==> src/hdl/xcvr_reconfig_map.vh <==
// constants for the transceiver reconfiguration channel addressing front end
// Functional notes
// [RQ1] a channel is chosen only by its logical channel address
// [RQ2] single regular instance: first channel address 0, then step of one
// [RQ3] later instances start at next multiple of four; channels step by one
// [RQ4] every initialization image word is handled as 16 bits
// [RQ5] image words are written only in the channel and transmit-PLL mode group
// [RQ6] that group holds PLL reconfig, channel plus PLL, channel with PLL select
// [RQ7] main and alternate transmit PLL are told apart by a one-bit index
// [RQ8] in channel-with-PLL-select mode transmit PLLs also get logical addresses; here only the PLL of a PMA-only instance does, at offset 6'h10
// [RQ9] one controller per transceiver block; may serve several on-die blocks
// [RQ10] offset cancellation uses reconfig clock, fixed clock for PIPE instances
// [RQ11] offset-cancellation clock is free running, not from any PLL
// [RQ12] reconfig clock is wired to every reconfigurable transceiver instance
// [RQ13] PMA-direct instance: every channel is PMA-only, no PCS path
// [RQ14] PMA-only channel addresses step by four within an instance
// [RQ15] control bus to transceivers is three bits, shared by all instances
// [RQ16] addresses past the total channel count are ignored, nothing changes
// [RQ17] all logic on reconfig clock; idle with no channel selected after reset
`ifndef XCVR_RECONFIG_MAP_VH
`define XCVR_RECONFIG_MAP_VH

// ------------------------------------------------------------
// sizes
// ------------------------------------------------------------
`define RC_ADDR_W 6
`define RC_NUM_INST 2
`define RC_INST_W 1
`define RC_CHAN_W 2
`define RC_WORD_W 16
`define RC_CTRL_W 3
`define RC_MODE_W 3
`define RC_CNT_W 5

// ------------------------------------------------------------
// address layout
// ------------------------------------------------------------
`define RC_ADDR_ZERO 6'h00
`define RC_REG_SPAN 6'h04
`define RC_PMA_SPAN 6'h14
`define RC_PMA_PLL_OFF 6'h10
`define RC_PMA_SHIFT 2
`define RC_PMA_ALIGN_MASK 6'h03

// ------------------------------------------------------------
// modes
// ------------------------------------------------------------
`define RC_MODE_PMA_CTRL 3'h0
`define RC_MODE_PLL_RECONF 3'h1
`define RC_MODE_CH_AND_PLL 3'h2
`define RC_MODE_CH_PLL_SEL 3'h3
`define RC_MODE_OFFSET_CANCEL 3'h4
`define RC_MODE_ADAPT_EQ 3'h5

// ------------------------------------------------------------
// serial frame: address, pll index, image word
// ------------------------------------------------------------
`define RC_FRAME_W 23
`define RC_FRAME_LAST 5'h16
`define RC_CNT_ZERO 5'h00
`define RC_CNT_ONE 5'h01

`endif

==> src/hdl/xcvr_reconfig_channel_addressing.v <==
// channel addressing and image loading front end of the transceiver reconfiguration controller
`timescale 1ns/1ns
`include "xcvr_reconfig_map.vh"

module xcvr_reconfig_channel_addressing (
	input wire clk_sys_i,
	input wire rst_n_i,
	input wire req_valid_i,
	input wire [`RC_MODE_W-1:0] req_mode_i,
	input wire [`RC_ADDR_W-1:0] req_addr_i,
	input wire req_pll_index_i,
	output wire req_ready_o,
	input wire image_valid_i,
	input wire [`RC_WORD_W-1:0] image_word_i,
	input wire image_last_i,
	output wire image_ready_o,
	input wire [`RC_NUM_INST-1:0] inst_pma_only_i,
	input wire [`RC_NUM_INST-1:0] inst_pipe_i,
	output reg [`RC_CTRL_W-1:0] reconfig_ctrl_o,
	output reg sel_valid_o,
	output reg [`RC_INST_W-1:0] sel_inst_o,
	output reg [`RC_CHAN_W-1:0] sel_chan_o,
	output reg sel_is_pll_o,
	output reg sel_pll_index_o,
	output reg sel_pcs_present_o,
	output reg [`RC_NUM_INST-1:0] ocal_fixed_clk_sel_o,
	output reg busy_o,
	output reg done_o,
	output reg addr_err_o
);

// ------------------------------------------------------------
// states
// ------------------------------------------------------------
localparam [4:0] ST_IDLE = 5'h01;
localparam [4:0] ST_DECODE = 5'h02;
localparam [4:0] ST_LOAD = 5'h04;
localparam [4:0] ST_SHIFT = 5'h08;
localparam [4:0] ST_DONE = 5'h10;

reg [4:0] state;
reg [4:0] next_state;
reg [`RC_MODE_W-1:0] req_mode;
reg [`RC_ADDR_W-1:0] req_addr;
reg req_pll_index;
reg [`RC_FRAME_W-1:0] shreg;
reg [`RC_CNT_W-1:0] bit_cnt;
reg last_word;
reg next_hit;
reg [`RC_INST_W-1:0] next_inst;
reg [`RC_CHAN_W-1:0] next_chan;
reg next_is_pll;
reg next_pcs;
integer k;

wire image_mode;
wire pll_sel_mode;
wire addr_in_total;

// ------------------------------------------------------------
// instance start addresses and per-instance decode
// ------------------------------------------------------------
// each span is a multiple of four, so every later instance already
// begins on the next multiple of four
wire [`RC_ADDR_W-1:0] start_addr [0:`RC_NUM_INST];
wire [`RC_NUM_INST-1:0] inst_hit;
wire [`RC_NUM_INST-1:0] inst_pll_hit;
wire [`RC_CHAN_W-1:0] inst_chan [0:`RC_NUM_INST-1];

assign start_addr[0] = `RC_ADDR_ZERO; // RQ2

genvar g;
generate
	for (g = 0; g < `RC_NUM_INST; g = g + 1) begin : g_inst
		wire [`RC_ADDR_W-1:0] off;
		wire [`RC_ADDR_W-1:0] pma_idx;
		wire in_inst;
		wire pma_ch_hit;
		wire pma_pll_hit;
		wire reg_ch_hit;

		assign start_addr[g+1] = start_addr[g] + (inst_pma_only_i[g] ? `RC_PMA_SPAN : `RC_REG_SPAN); // RQ3
		assign off = req_addr - start_addr[g];
		assign pma_idx = off >> `RC_PMA_SHIFT;
		assign in_inst = (req_addr >= start_addr[g]) && (req_addr < start_addr[g+1]);
		// PMA-only channels sit on every fourth address, the PLL after them
		assign pma_ch_hit = ((off & `RC_PMA_ALIGN_MASK) == `RC_ADDR_ZERO) && (off < `RC_PMA_PLL_OFF); // RQ14
		assign pma_pll_hit = (off == `RC_PMA_PLL_OFF) && pll_sel_mode; // RQ8
		assign reg_ch_hit = off < `RC_REG_SPAN; // RQ2
		assign inst_hit[g] = in_inst && (inst_pma_only_i[g] ? (pma_ch_hit || pma_pll_hit) : reg_ch_hit); // RQ1
		assign inst_pll_hit[g] = inst_pma_only_i[g] && pma_pll_hit;
		assign inst_chan[g] = inst_pma_only_i[g] ? pma_idx[`RC_CHAN_W-1:0] : off[`RC_CHAN_W-1:0];
	end
endgenerate

assign addr_in_total = req_addr < start_addr[`RC_NUM_INST]; // RQ16

// ------------------------------------------------------------
// mode classes
// ------------------------------------------------------------
assign image_mode = (req_mode == `RC_MODE_PLL_RECONF) ||
	(req_mode == `RC_MODE_CH_AND_PLL) ||
	(req_mode == `RC_MODE_CH_PLL_SEL); // RQ6
assign pll_sel_mode = req_mode == `RC_MODE_CH_PLL_SEL;

assign req_ready_o = state == ST_IDLE;
assign image_ready_o = state == ST_LOAD;

// ------------------------------------------------------------
// address to channel lookup
// ------------------------------------------------------------
always @* begin
	next_hit = 1'b0;
	next_inst = {`RC_INST_W{1'b0}};
	next_chan = {`RC_CHAN_W{1'b0}};
	next_is_pll = 1'b0;
	next_pcs = 1'b0;
	// regions never overlap; the lowest matching instance is taken
	for (k = `RC_NUM_INST - 1; k >= 0; k = k - 1) begin
		if (inst_hit[k] && addr_in_total) begin // RQ16
			next_hit = 1'b1;
			next_inst = k[`RC_INST_W-1:0];
			next_chan = inst_chan[k];
			next_is_pll = inst_pll_hit[k];
			next_pcs = ~inst_pma_only_i[k]; // RQ13
		end
	end
end

// ------------------------------------------------------------
// sequencer
// ------------------------------------------------------------
always @* begin
	next_state = state;
	case (state)
		ST_IDLE: begin
			if (req_valid_i) begin
				next_state = ST_DECODE;
			end
		end
		ST_DECODE: begin
			// outside the image group a request only moves the selection
			if (next_hit && image_mode) begin // RQ5
				next_state = ST_LOAD;
			end else begin
				next_state = ST_DONE;
			end
		end
		ST_LOAD: begin
			if (image_valid_i) begin
				next_state = ST_SHIFT;
			end
		end
		ST_SHIFT: begin
			if (bit_cnt == `RC_FRAME_LAST) begin
				next_state = last_word ? ST_DONE : ST_LOAD;
			end
		end
		ST_DONE: begin
			next_state = ST_IDLE;
		end
		default: begin
			next_state = ST_IDLE;
		end
	endcase
end

// all state lives on the one reconfiguration clock
always @(posedge clk_sys_i) begin // RQ17
	if (!rst_n_i) begin
		state <= ST_IDLE;
		req_mode <= `RC_MODE_PMA_CTRL;
		req_addr <= `RC_ADDR_ZERO;
		req_pll_index <= 1'b0;
		shreg <= {`RC_FRAME_W{1'b0}};
		bit_cnt <= `RC_CNT_ZERO;
		last_word <= 1'b0;
	end else begin
		state <= next_state;
		if (state == ST_IDLE && req_valid_i) begin
			req_mode <= req_mode_i;
			req_addr <= req_addr_i;
			req_pll_index <= req_pll_index_i; // RQ7
		end
		if (state == ST_LOAD && image_valid_i) begin
			// frame is address, PLL index, then the 16-bit word, MSB first
			shreg <= {req_addr, req_pll_index, image_word_i}; // RQ4
			last_word <= image_last_i;
			bit_cnt <= `RC_CNT_ZERO;
		end else if (state == ST_SHIFT) begin
			shreg <= {shreg[`RC_FRAME_W-2:0], 1'b0};
			bit_cnt <= bit_cnt + `RC_CNT_ONE;
		end
	end
end

// ------------------------------------------------------------
// transceiver control bus and selection outputs
// ------------------------------------------------------------
// bus bits: [2] frame, [1] serial data, [0] bit strobe; one bus drives
// every instance, each instance matches its own address in the frame
always @(posedge clk_sys_i) begin
	if (!rst_n_i) begin
		reconfig_ctrl_o <= {`RC_CTRL_W{1'b0}};
		sel_valid_o <= 1'b0;
		sel_inst_o <= {`RC_INST_W{1'b0}};
		sel_chan_o <= {`RC_CHAN_W{1'b0}};
		sel_is_pll_o <= 1'b0;
		sel_pll_index_o <= 1'b0;
		sel_pcs_present_o <= 1'b0;
		ocal_fixed_clk_sel_o <= {`RC_NUM_INST{1'b0}};
		busy_o <= 1'b0;
		done_o <= 1'b0;
		addr_err_o <= 1'b0;
	end else begin
		if (state == ST_SHIFT) begin
			reconfig_ctrl_o <= {1'b1, shreg[`RC_FRAME_W-1], 1'b1}; // RQ15
		end else begin
			reconfig_ctrl_o <= {`RC_CTRL_W{1'b0}};
		end
		// a rejected address leaves the previous selection untouched
		if (state == ST_DECODE && next_hit) begin // RQ16
			sel_valid_o <= 1'b1;
			sel_inst_o <= next_inst; // RQ9
			sel_chan_o <= next_chan; // RQ1
			sel_is_pll_o <= next_is_pll; // RQ8
			sel_pll_index_o <= req_pll_index; // RQ7
			sel_pcs_present_o <= next_pcs; // RQ13
		end
		// PIPE instances run offset cancellation from the fixed clock
		ocal_fixed_clk_sel_o <= inst_pipe_i; // RQ10
		busy_o <= next_state != ST_IDLE;
		done_o <= state == ST_DONE;
		addr_err_o <= state == ST_DECODE && !next_hit;
	end
end

endmodule // xcvr_reconfig_channel_addressing

==> config.mk <==
export PLATFORM = sky130hd
export DESIGN_NAME = xcvr_reconfig_channel_addressing
export DESIGN_NICKNAME = d
export VERILOG_FILES = /design/src/hdl/xcvr_reconfig_channel_addressing.v
export VERILOG_INCLUDE_DIRS = /design/src /design/src/hdl
export SDC_FILE = /design/constraint.sdc
export NUM_CORES = 1
export LEC_CHECK = 0
export ABC_AREA = 1
export BUFFER_PORTS_ARGS = -buffer_cell sky130_fd_sc_hd__buf_4
export CORE_MARGIN = 10
export CORE_UTILIZATION = 57
export CTS_BUF_LIST = sky130_fd_sc_hd__clkbuf_8
export CTS_CLUSTER_SIZE = 10
export DETAILED_ROUTE_END_ITERATION = 16
export PLACE_DENSITY = 0.78
export SYNTH_ARGS = -nofsm -noshare
export SYNTH_HDL_FRONTEND = slang
export SYNTH_SLANG_ARGS = --single-unit
export TNS_END_PERCENT = 5
==> constraint.sdc <==
create_clock -name clk_sys_i -period 2.1 [get_ports clk_sys_i]
set_input_delay 0 -clock clk_sys_i [delete_from_list [all_inputs] [get_ports clk_sys_i]]
set_output_delay 0 -clock clk_sys_i [all_outputs]
set_load 0.05 [all_outputs]
==> results.sh, run 1 <==
export IMPL_setup_slack_ns=0.144
export IMPL_power_switching_mw=0.740
export IMPL_synth_compound_area_share_pct=13.8
export IMPL_die_area_um2=7950
export IMPL_cp_max_fo=11
export IMPL_period_share_pct=93.2
export IMPL_fillers=345
export IMPL_dp_hpwl_um=4700
export IMPL_fmax_ghz=0.511
export IMPL_drt_wirelength_per_cell_um=13.6
export IMPL_power_total_mw=2.51
export IMPL_yosysTopAreaCellShare_pct=42.5
export IMPL_synth_mux_area_share_pct=0
export IMPL_skew_ns=0.00929
export IMPL_cts_tree="built"
export IMPL_htreeDepth=3
export IMPL_final_cell_mix="nand2_1 (118), dfxtp_1 (56), buf_4 (55), inv_1 (37), dlygate4sd3_1 (32)"
export IMPL_syn_area_um2=2730
export IMPL_gp_congestion=0.900
export IMPL_area_growth_syn_to_layout_pct=34.6
export IMPL_initial_core_util_pct=58.2
export IMPL_fin_hold_ws_ns=0.00572
export IMPL_slew_viol_final=0
export IMPL_grt_pass1_vias=2611
export IMPL_synth_warnings=0
export IMPL_drv_cap=0
export IMPL_seqPwrFrac_pct=46.3
export IMPL_cts_root_buffer="clkbuf_8"
export IMPL_drt_first_pass_iters=5
export IMPL_crit_type="reg2reg"
export IMPL_internal_power_mw=1.77
export IMPL_routed_wl_um=7030
export IMPL_cts_setup_buffers=0
export IMPL_clk_pin_slew_worst_paths_ns=0.07
export IMPL_ir_drop_v=0.000489
export IMPL_grtUsageTotal_pct=18.6
export IMPL_power_frac_comb_pct=18.3
export IMPL_hold_viol_final=0
export IMPL_fin_tns_setup_ns=0
export IMPL_synthTopCellsByArea="dfxtp_1 (43%), nand2_1 (16%), a31oi_1 (5.3%)"
export IMPL_clockPowerShare_pct=35.4
export IMPL_io_pins=52
export IMPL_core_um2=4690
export IMPL_die_w_um=89.2
export IMPL_yosys_area_top_type="dfxtp_1"
export IMPL_final_common_cell="nand2_1"
export IMPL_syn_area_per_cell_um2=7.34
export IMPL_first_iter_violations=169
export IMPL_ys_seq_elements=58
export IMPL_placement_rows=25
export IMPL_powerDensity_nw_per_um2=684
export IMPL_grt_start_max_net_pins=27
export IMPL_die_h_um=89.2
export IMPL_setup_viol=0
export IMPL_fin_nets=501
export IMPL_io_buffers=51
export IMPL_p_sw_share_pct=29.4
export IMPL_cts_path_max_buffers=2
export IMPL_seq_area_frac_synth_pct=42.5
export IMPL_viasPerCell=5.24
export IMPL_maxSlewHeadroom_pct=66.4
export IMPL_vias=2703
export IMPL_drive_gt1_share_pct=20.4
export IMPL_grt_overflow=0
export IMPL_synth_distinct_cells=29
export IMPL_place_ws_ns=0.00988
export IMPL_cp_start_kind="flip-flop"
export IMPL_synth_nets=417
export IMPL_yosys_area_share_simple_pct=30.2
export IMPL_antenna_found_initial=0
export IMPL_regArea_um2=1160
export IMPL_multi_input_area_um2=1380
export IMPL_synth_top_family_by_area="simple AND/OR/NAND/NOR gates"
export IMPL_hp_class="in2reg"
export IMPL_grt_pass1_wl_um=11700
export IMPL_required_ns=2.34
export IMPL_clock_latency_ns=0.34
export IMPL_status="completed"
export IMPL_ant_nets=0
export IMPL_cts_sinks=58
export IMPL_period_minus_slack_ns=1.96
export IMPL_end_kind="flip-flop"
export IMPL_worst_slew_pin_slew_ns=0.503
export IMPL_critPathArrivalTime_ns=2.19
export IMPL_syn_inst=372
export IMPL_cts_buffers=9
export IMPL_drcViolationCount=0
export IMPL_power_leakage_nw=1.57
export IMPL_synth_fa_ha_area_share_pct=4.59
export IMPL_synth_xor_area_share_pct=0.321
-- cell type report --
cell class,instances,area share [%]
repair buffers,87,20.0
multi-input cells,259,37.5
clock inverters,6,0.886
diodes,1,0.0681
flip-flops and latches,58,31.7
inverters,41,4.26
well taps,54,1.84
clock buffers,10,3.75
-- metrics by stage --
stage	instances	cell area [um^2]	util, %
final	516	3670	78.3
after detailed placement	467	3140	66.9
after global placement	467	3140	66.9
after floorplan	372	2740	-
after CTS	515	3630	77.4
after global routing	515	3670	78.2
-- per-layer routing --
metal	routed length (um)	up-vias	GRT usage, %
li1	-	1380	-
met1	2890	1235	21.1
met2	3510	78	31.5
met3	497	10	5.74
met4	135	0	8.09
met5	0	-	0
-- sequential cells by signal, summed over array words and instances, names as in the netlist, 2 cells and up --
name and cells:
req_mode 3, sel_chan_o 2, shreg 23, state 5
ocal_fixed_clk_sel_o 2, req_addr 6, reconfig_ctrl_o 2, bit_cnt 5
-- synth_stat cells --
| library cell | instances |
|---|---|
| nand2_1 | 119 |
| dfxtp_1 | 58 |
| inv_1 | 37 |
| a21oi_1 | 25 |
| a31oi_1 | 23 |
| nor2_1 | 21 |
| o21ai_0 | 17 |
| nand3_1 | 16 |
| ha_1 | 10 |
| nand4_1 | 6 |
| buf_2 | 5 |
| clkbuf_1 | 5 |
| nor3_1 | 5 |
| buf_4 | 3 |
| inv_2 | 3 |
| nor4_4 | 3 |
| nand2_2 | 2 |
| nand3_2 | 2 |
| o211ai_1 | 2 |
| a21o_1 | 1 |
| and3_1 | 1 |
| buf_6 | 1 |
| inv_4 | 1 |
| nand2_4 | 1 |
| nor2_2 | 1 |
| nor3_4 | 1 |
| nor4_2 | 1 |
| or2_0 | 1 |
| xor2_1 | 1 |
-- repair_timing --
action                                  4_1_cts  5_1_grt
endpoints found under the hold margin        32        0
endpoints found under the setup margin        1        7
hold buffers                                 32        0
gates resized for setup                       1        8
-- critical path, cell delays in order (launching register included) --
cell and delay (ns):
dfxtp_2 0.36, inv_2 0.11, ha_1 0.25, inv_1 0.06, nand2_1 0.05, nand2_1 0.08, nor3_2 0.31, nand2_2 0.16
nand2_4 0.12, nand2_2 0.13, nor2_1 0.16, nor2_1 0.05
-- cell families after synthesis --
group,Yosys count
buf+inv,55
compound gates,68
fa+ha+maj,10
xor+xnor,1
flops,58
simple gates,180
-- path summary, 6_finish.rpt --
kind | cells after the start | endpoint | startpoint | slack, ns
min reg2reg | 2 | shreg[0] | shreg[0] | 0.46
max | 11 | sel_chan_o[1] | req_addr[3] | 0.14
max reg2reg | 11 | sel_chan_o[1] | req_addr[3] | 0.14
min | 3 | ocal_fixed_clk_sel_o[1] | rst_n_i | 0.006
-- power groups by stage --
stage / Clock (mW) / Sequential, mW / Combinational (mW)
2_1_floorplan: 0 / 1.21 / 0.228
3_3_place_gp: 0 / 1.18 / 0.375
3_5_place_dp: 0 / 1.19 / 0.384
4_1_cts: 0.895 / 1.16 / 0.433
5_1_grt: 0.947 / 1.17 / 0.505
6_report: 0.890 / 1.16 / 0.459
(Power assumes the default switching activity.)
==> run 2, diff against run 1 <==
ABC_AREA = unset   (was 1)
BUFFER_PORTS_ARGS = -buffer_cell sky130_fd_sc_hd__buf_2   (was -buffer_cell sky130_fd_sc_hd__buf_4)
PLACE_DENSITY = 0.77   (was 0.78)
==> results.sh, run 2 <==
export IMPL_status="complete, but fails checks"
export IMPL_violations="setup timing"
export IMPL_drt_first_pass_iters=4
export IMPL_area_growth_syn_to_layout_pct=38.6
export IMPL_core_um2=4750
export IMPL_drt_wirelength_per_cell_um=15.9
export IMPL_endpoint="sel_pll_index_o"
export IMPL_fmax_ghz=0.435
export IMPL_period_share_pct=110
export IMPL_ys_seq_elements=58
export IMPL_powerDensity_nw_per_um2=737
export IMPL_ant_nets=0
export IMPL_timing_rr_start="req_addr[4]"
export IMPL_yosys_area_top_type="dfxtp_1"
export IMPL_required_ns=2.36
export IMPL_synth_compound_area_share_pct=20.8
export IMPL_seq_area_frac_synth_pct=41.1
export IMPL_cts_root_buffer="clkbuf_8"
export IMPL_worst_slew_pin_slew_ns=0.680
export IMPL_r2r_setup_slack_ns=-0.20
export IMPL_synthTopCellsByCount="nand2_1 (70), dfxtp_1 (58), nor2_1 (33)"
export IMPL_setup_slack_ns=-0.200
export IMPL_syn_area_um2=2830
export IMPL_critPathArrivalTime_ns=2.56
export IMPL_synthTopCellsByArea="dfxtp_1 (41%), nand2_1 (9.3%), a311oi_1 (6.8%)"
export IMPL_end_kind="flip-flop"
export IMPL_die_area_um2=8180
export IMPL_grt_overflow=0
export IMPL_final_util_pct=82.4
export IMPL_setup_viol=9
export IMPL_top_register="shreg"
export IMPL_synth_nets=386
export IMPL_cp_max_fo=3
export IMPL_yosysTopAreaCellShare_pct=41.1
export IMPL_crit_type="reg2reg"
export IMPL_antenna_found_initial=0
export IMPL_grtUsageTotal_pct=20.4
export IMPL_routed_wl_um=8160
export IMPL_io_buffers=51
export IMPL_period_minus_slack_ns=2.30
export IMPL_synth_warnings=0
export IMPL_synthFlopType="dfxtp_1"
export IMPL_cp_start_kind="flip-flop"
export IMPL_place_ws_ns=-0.254
export IMPL_placement_rows=25
export IMPL_grt_pass1_wl_um=13800
export IMPL_drcViolationCount=0
export IMPL_grt_pass1_vias=2899
export IMPL_io_pins=52
export IMPL_yosys_area_share_simple_pct=26.1
export IMPL_htreeDepth=3
export IMPL_place_area_um2=3370
export IMPL_crit_start="req_addr[4]"
export IMPL_num_antenna_cells=0
export IMPL_design_area_um2=3920
export IMPL_vias=2855
export IMPL_slew_viol_final=0
export IMPL_clk_pin_slew_worst_paths_ns=0.07
export IMPL_fin_nets=489
export IMPL_synth_distinct_cells=54
export IMPL_synth_fa_ha_area_share_pct=4.42
export IMPL_grt_start_max_net_pins=33
export IMPL_cts_sinks=58
export IMPL_drv_cap=0
export IMPL_drive_gt1_share_pct=27.1
export IMPL_async_flop_share_pct=0
export IMPL_maxSlewHeadroom_pct=54.6
export IMPL_hp_class="in2reg"
export IMPL_synth_top_family_by_area="simple AND/OR/NAND/NOR gates"
export IMPL_synth_most_common_cell="nand2_1"
export IMPL_initial_core_util_pct=59.5
export IMPL_reg2reg_depth=7
export IMPL_synth_edf_count=0
export IMPL_timing_rr_end="sel_pll_index_o"
export IMPL_gp_congestion=0.888
export IMPL_hold_viol_final=0
export IMPL_syn_area_per_cell_um2=8.29
export IMPL_dp_hpwl_um=5320
export IMPL_die_h_um=90.4
export IMPL_skew_ns=0.00750
export IMPL_cts_path_max_buffers=2
export IMPL_synth_mux_area_share_pct=1.42
export IMPL_synth_xor_area_share_pct=1.24
export IMPL_cts_tree="built"
export IMPL_viasPerCell=5.55
export IMPL_ir_drop_v=0.000632
export IMPL_power_leakage_nw=1.64
export IMPL_first_iter_violations=169
export IMPL_die_w_um=90.4
export IMPL_cts_buffers=9
export IMPL_largest_registers="shreg x23, req_addr x6"
export IMPL_final_common_cell="nand2_1"
export IMPL_fillers=329
export IMPL_syn_inst=341
export IMPL_grt_setup_unrepaired="true"
export IMPL_largest_reg_flops=23
export IMPL_clock_latency_ns=0.34
export IMPL_final_cell_mix="nand2_1 (70), dfxtp_1 (57), buf_2 (51), buf_4 (36), nor2_1 (33)"
-- run 2: cell types whose count changed after synthesis, moves of 4 or more --
cell	previous run	this run
mux2i_1	0	4
buf_2	5	1
nor2_1	21	33
a311oi_1	0	22
o21ai_0	17	0
a31oi_1	23	3
and2_1	0	4
clkbuf_1	5	22
inv_1	37	12
nand4_1	6	2
nand2_1	119	70
-- run 2: report_power, final --
group / leakage, nW / internal (mW) / total [mW] / switching (mW)
logic: 1.06 / 0.251 / 0.552 / 0.301
registers: 0.471 / 1.13 / 1.15 / 0.0236
clock network: 0.115 / 0.752 / 1.18 / 0.429
-- run 2: layout make-up --
type	instances	area, um^2	share of cell area [%]
clock buffers	12	165	4.21
clock inverters	2	60.1	1.53
well taps	67	83.8	2.14
flip-flops and latches	58	1160	29.7
repair buffers	116	816	20.8
inverters	12	45.0	1.15
multi-input cells	247	1580	40.4
-- run 2: worst max-delay path, stage by stage, from the launching register on --
cell and delay, ns:
dfxtp_4 0.35, ha_4 0.16, or3_4 0.33, a221o_1 0.40, a31oi_4 0.26, nor2_2 0.07
a311oi_2 0.41, mux2i_1 0.25
-- run 2: cells by family after synthesis --
family / count (synthesis)
xor gates and xnor gates: 4
adders and majority gates: 10
muxes: 4
and+or+nand+nor: 156
buffers and inverters: 36
DFF: 58
AOI/OAI and AO/OA: 73
-- run 2: repair_timing --
item | 4_1_cts | 5_1_grt
pin swaps | 4 | 1
hold endpoints to repair | 29 | 0
setup buffers | 2 | 0
hold buffers | 29 | 0
gates resized for setup | 3 | 1
endpoints found under the setup margin | 9 | 9
-- run 2: worst min path at each step --
stage / depth (start not counted) / end / startpoint / slack (ns)
floorplan: 1 / ocal_fixed_clk_sel_o[0] / inst_pipe_i[0] / 0.13
global placement: 2 / ocal_fixed_clk_sel_o[1] / inst_pipe_i[1] / 0.21
detailed placement: 2 / ocal_fixed_clk_sel_o[0] / inst_pipe_i[0] / 0.21
CTS: 2 / sel_valid_o / rst_n_i / 0.002
global route: 2 / sel_valid_o / rst_n_i / 0.02
finish: 2 / sel_valid_o / rst_n_i / 0.006
-- run 2: per-stage QoR --
| stage | total power [mW] | TNS (ns) | hold WS, ns | instances |
|---|---|---|---|---|
| after floorplan | 1.47 | -0.803 | 0.127 | 341 |
| after global placement | 1.65 | -0.993 | 0.209 | 469 |
| after detailed placement | 1.66 | -1.39 | 0.210 | 469 |
| after CTS | 2.88 | -1.18 | 0.00200 | 514 |
| after global routing | 2.99 | -2.21 | 0.0193 | 514 |
| final | 2.89 | -1.31 | 0.00594 | 514 |
-- run 2: routing by layer --
layer | routed length (um) | global-route usage [%] | vias up
met5 | 0 | 0 | -
met4 | 220 | 9.68 | 0
met3 | 576 | 6.65 | 20
met2 | 3960 | 34.0 | 103
met1 | 3410 | 23.0 | 1314
li1 | - | - | 1418
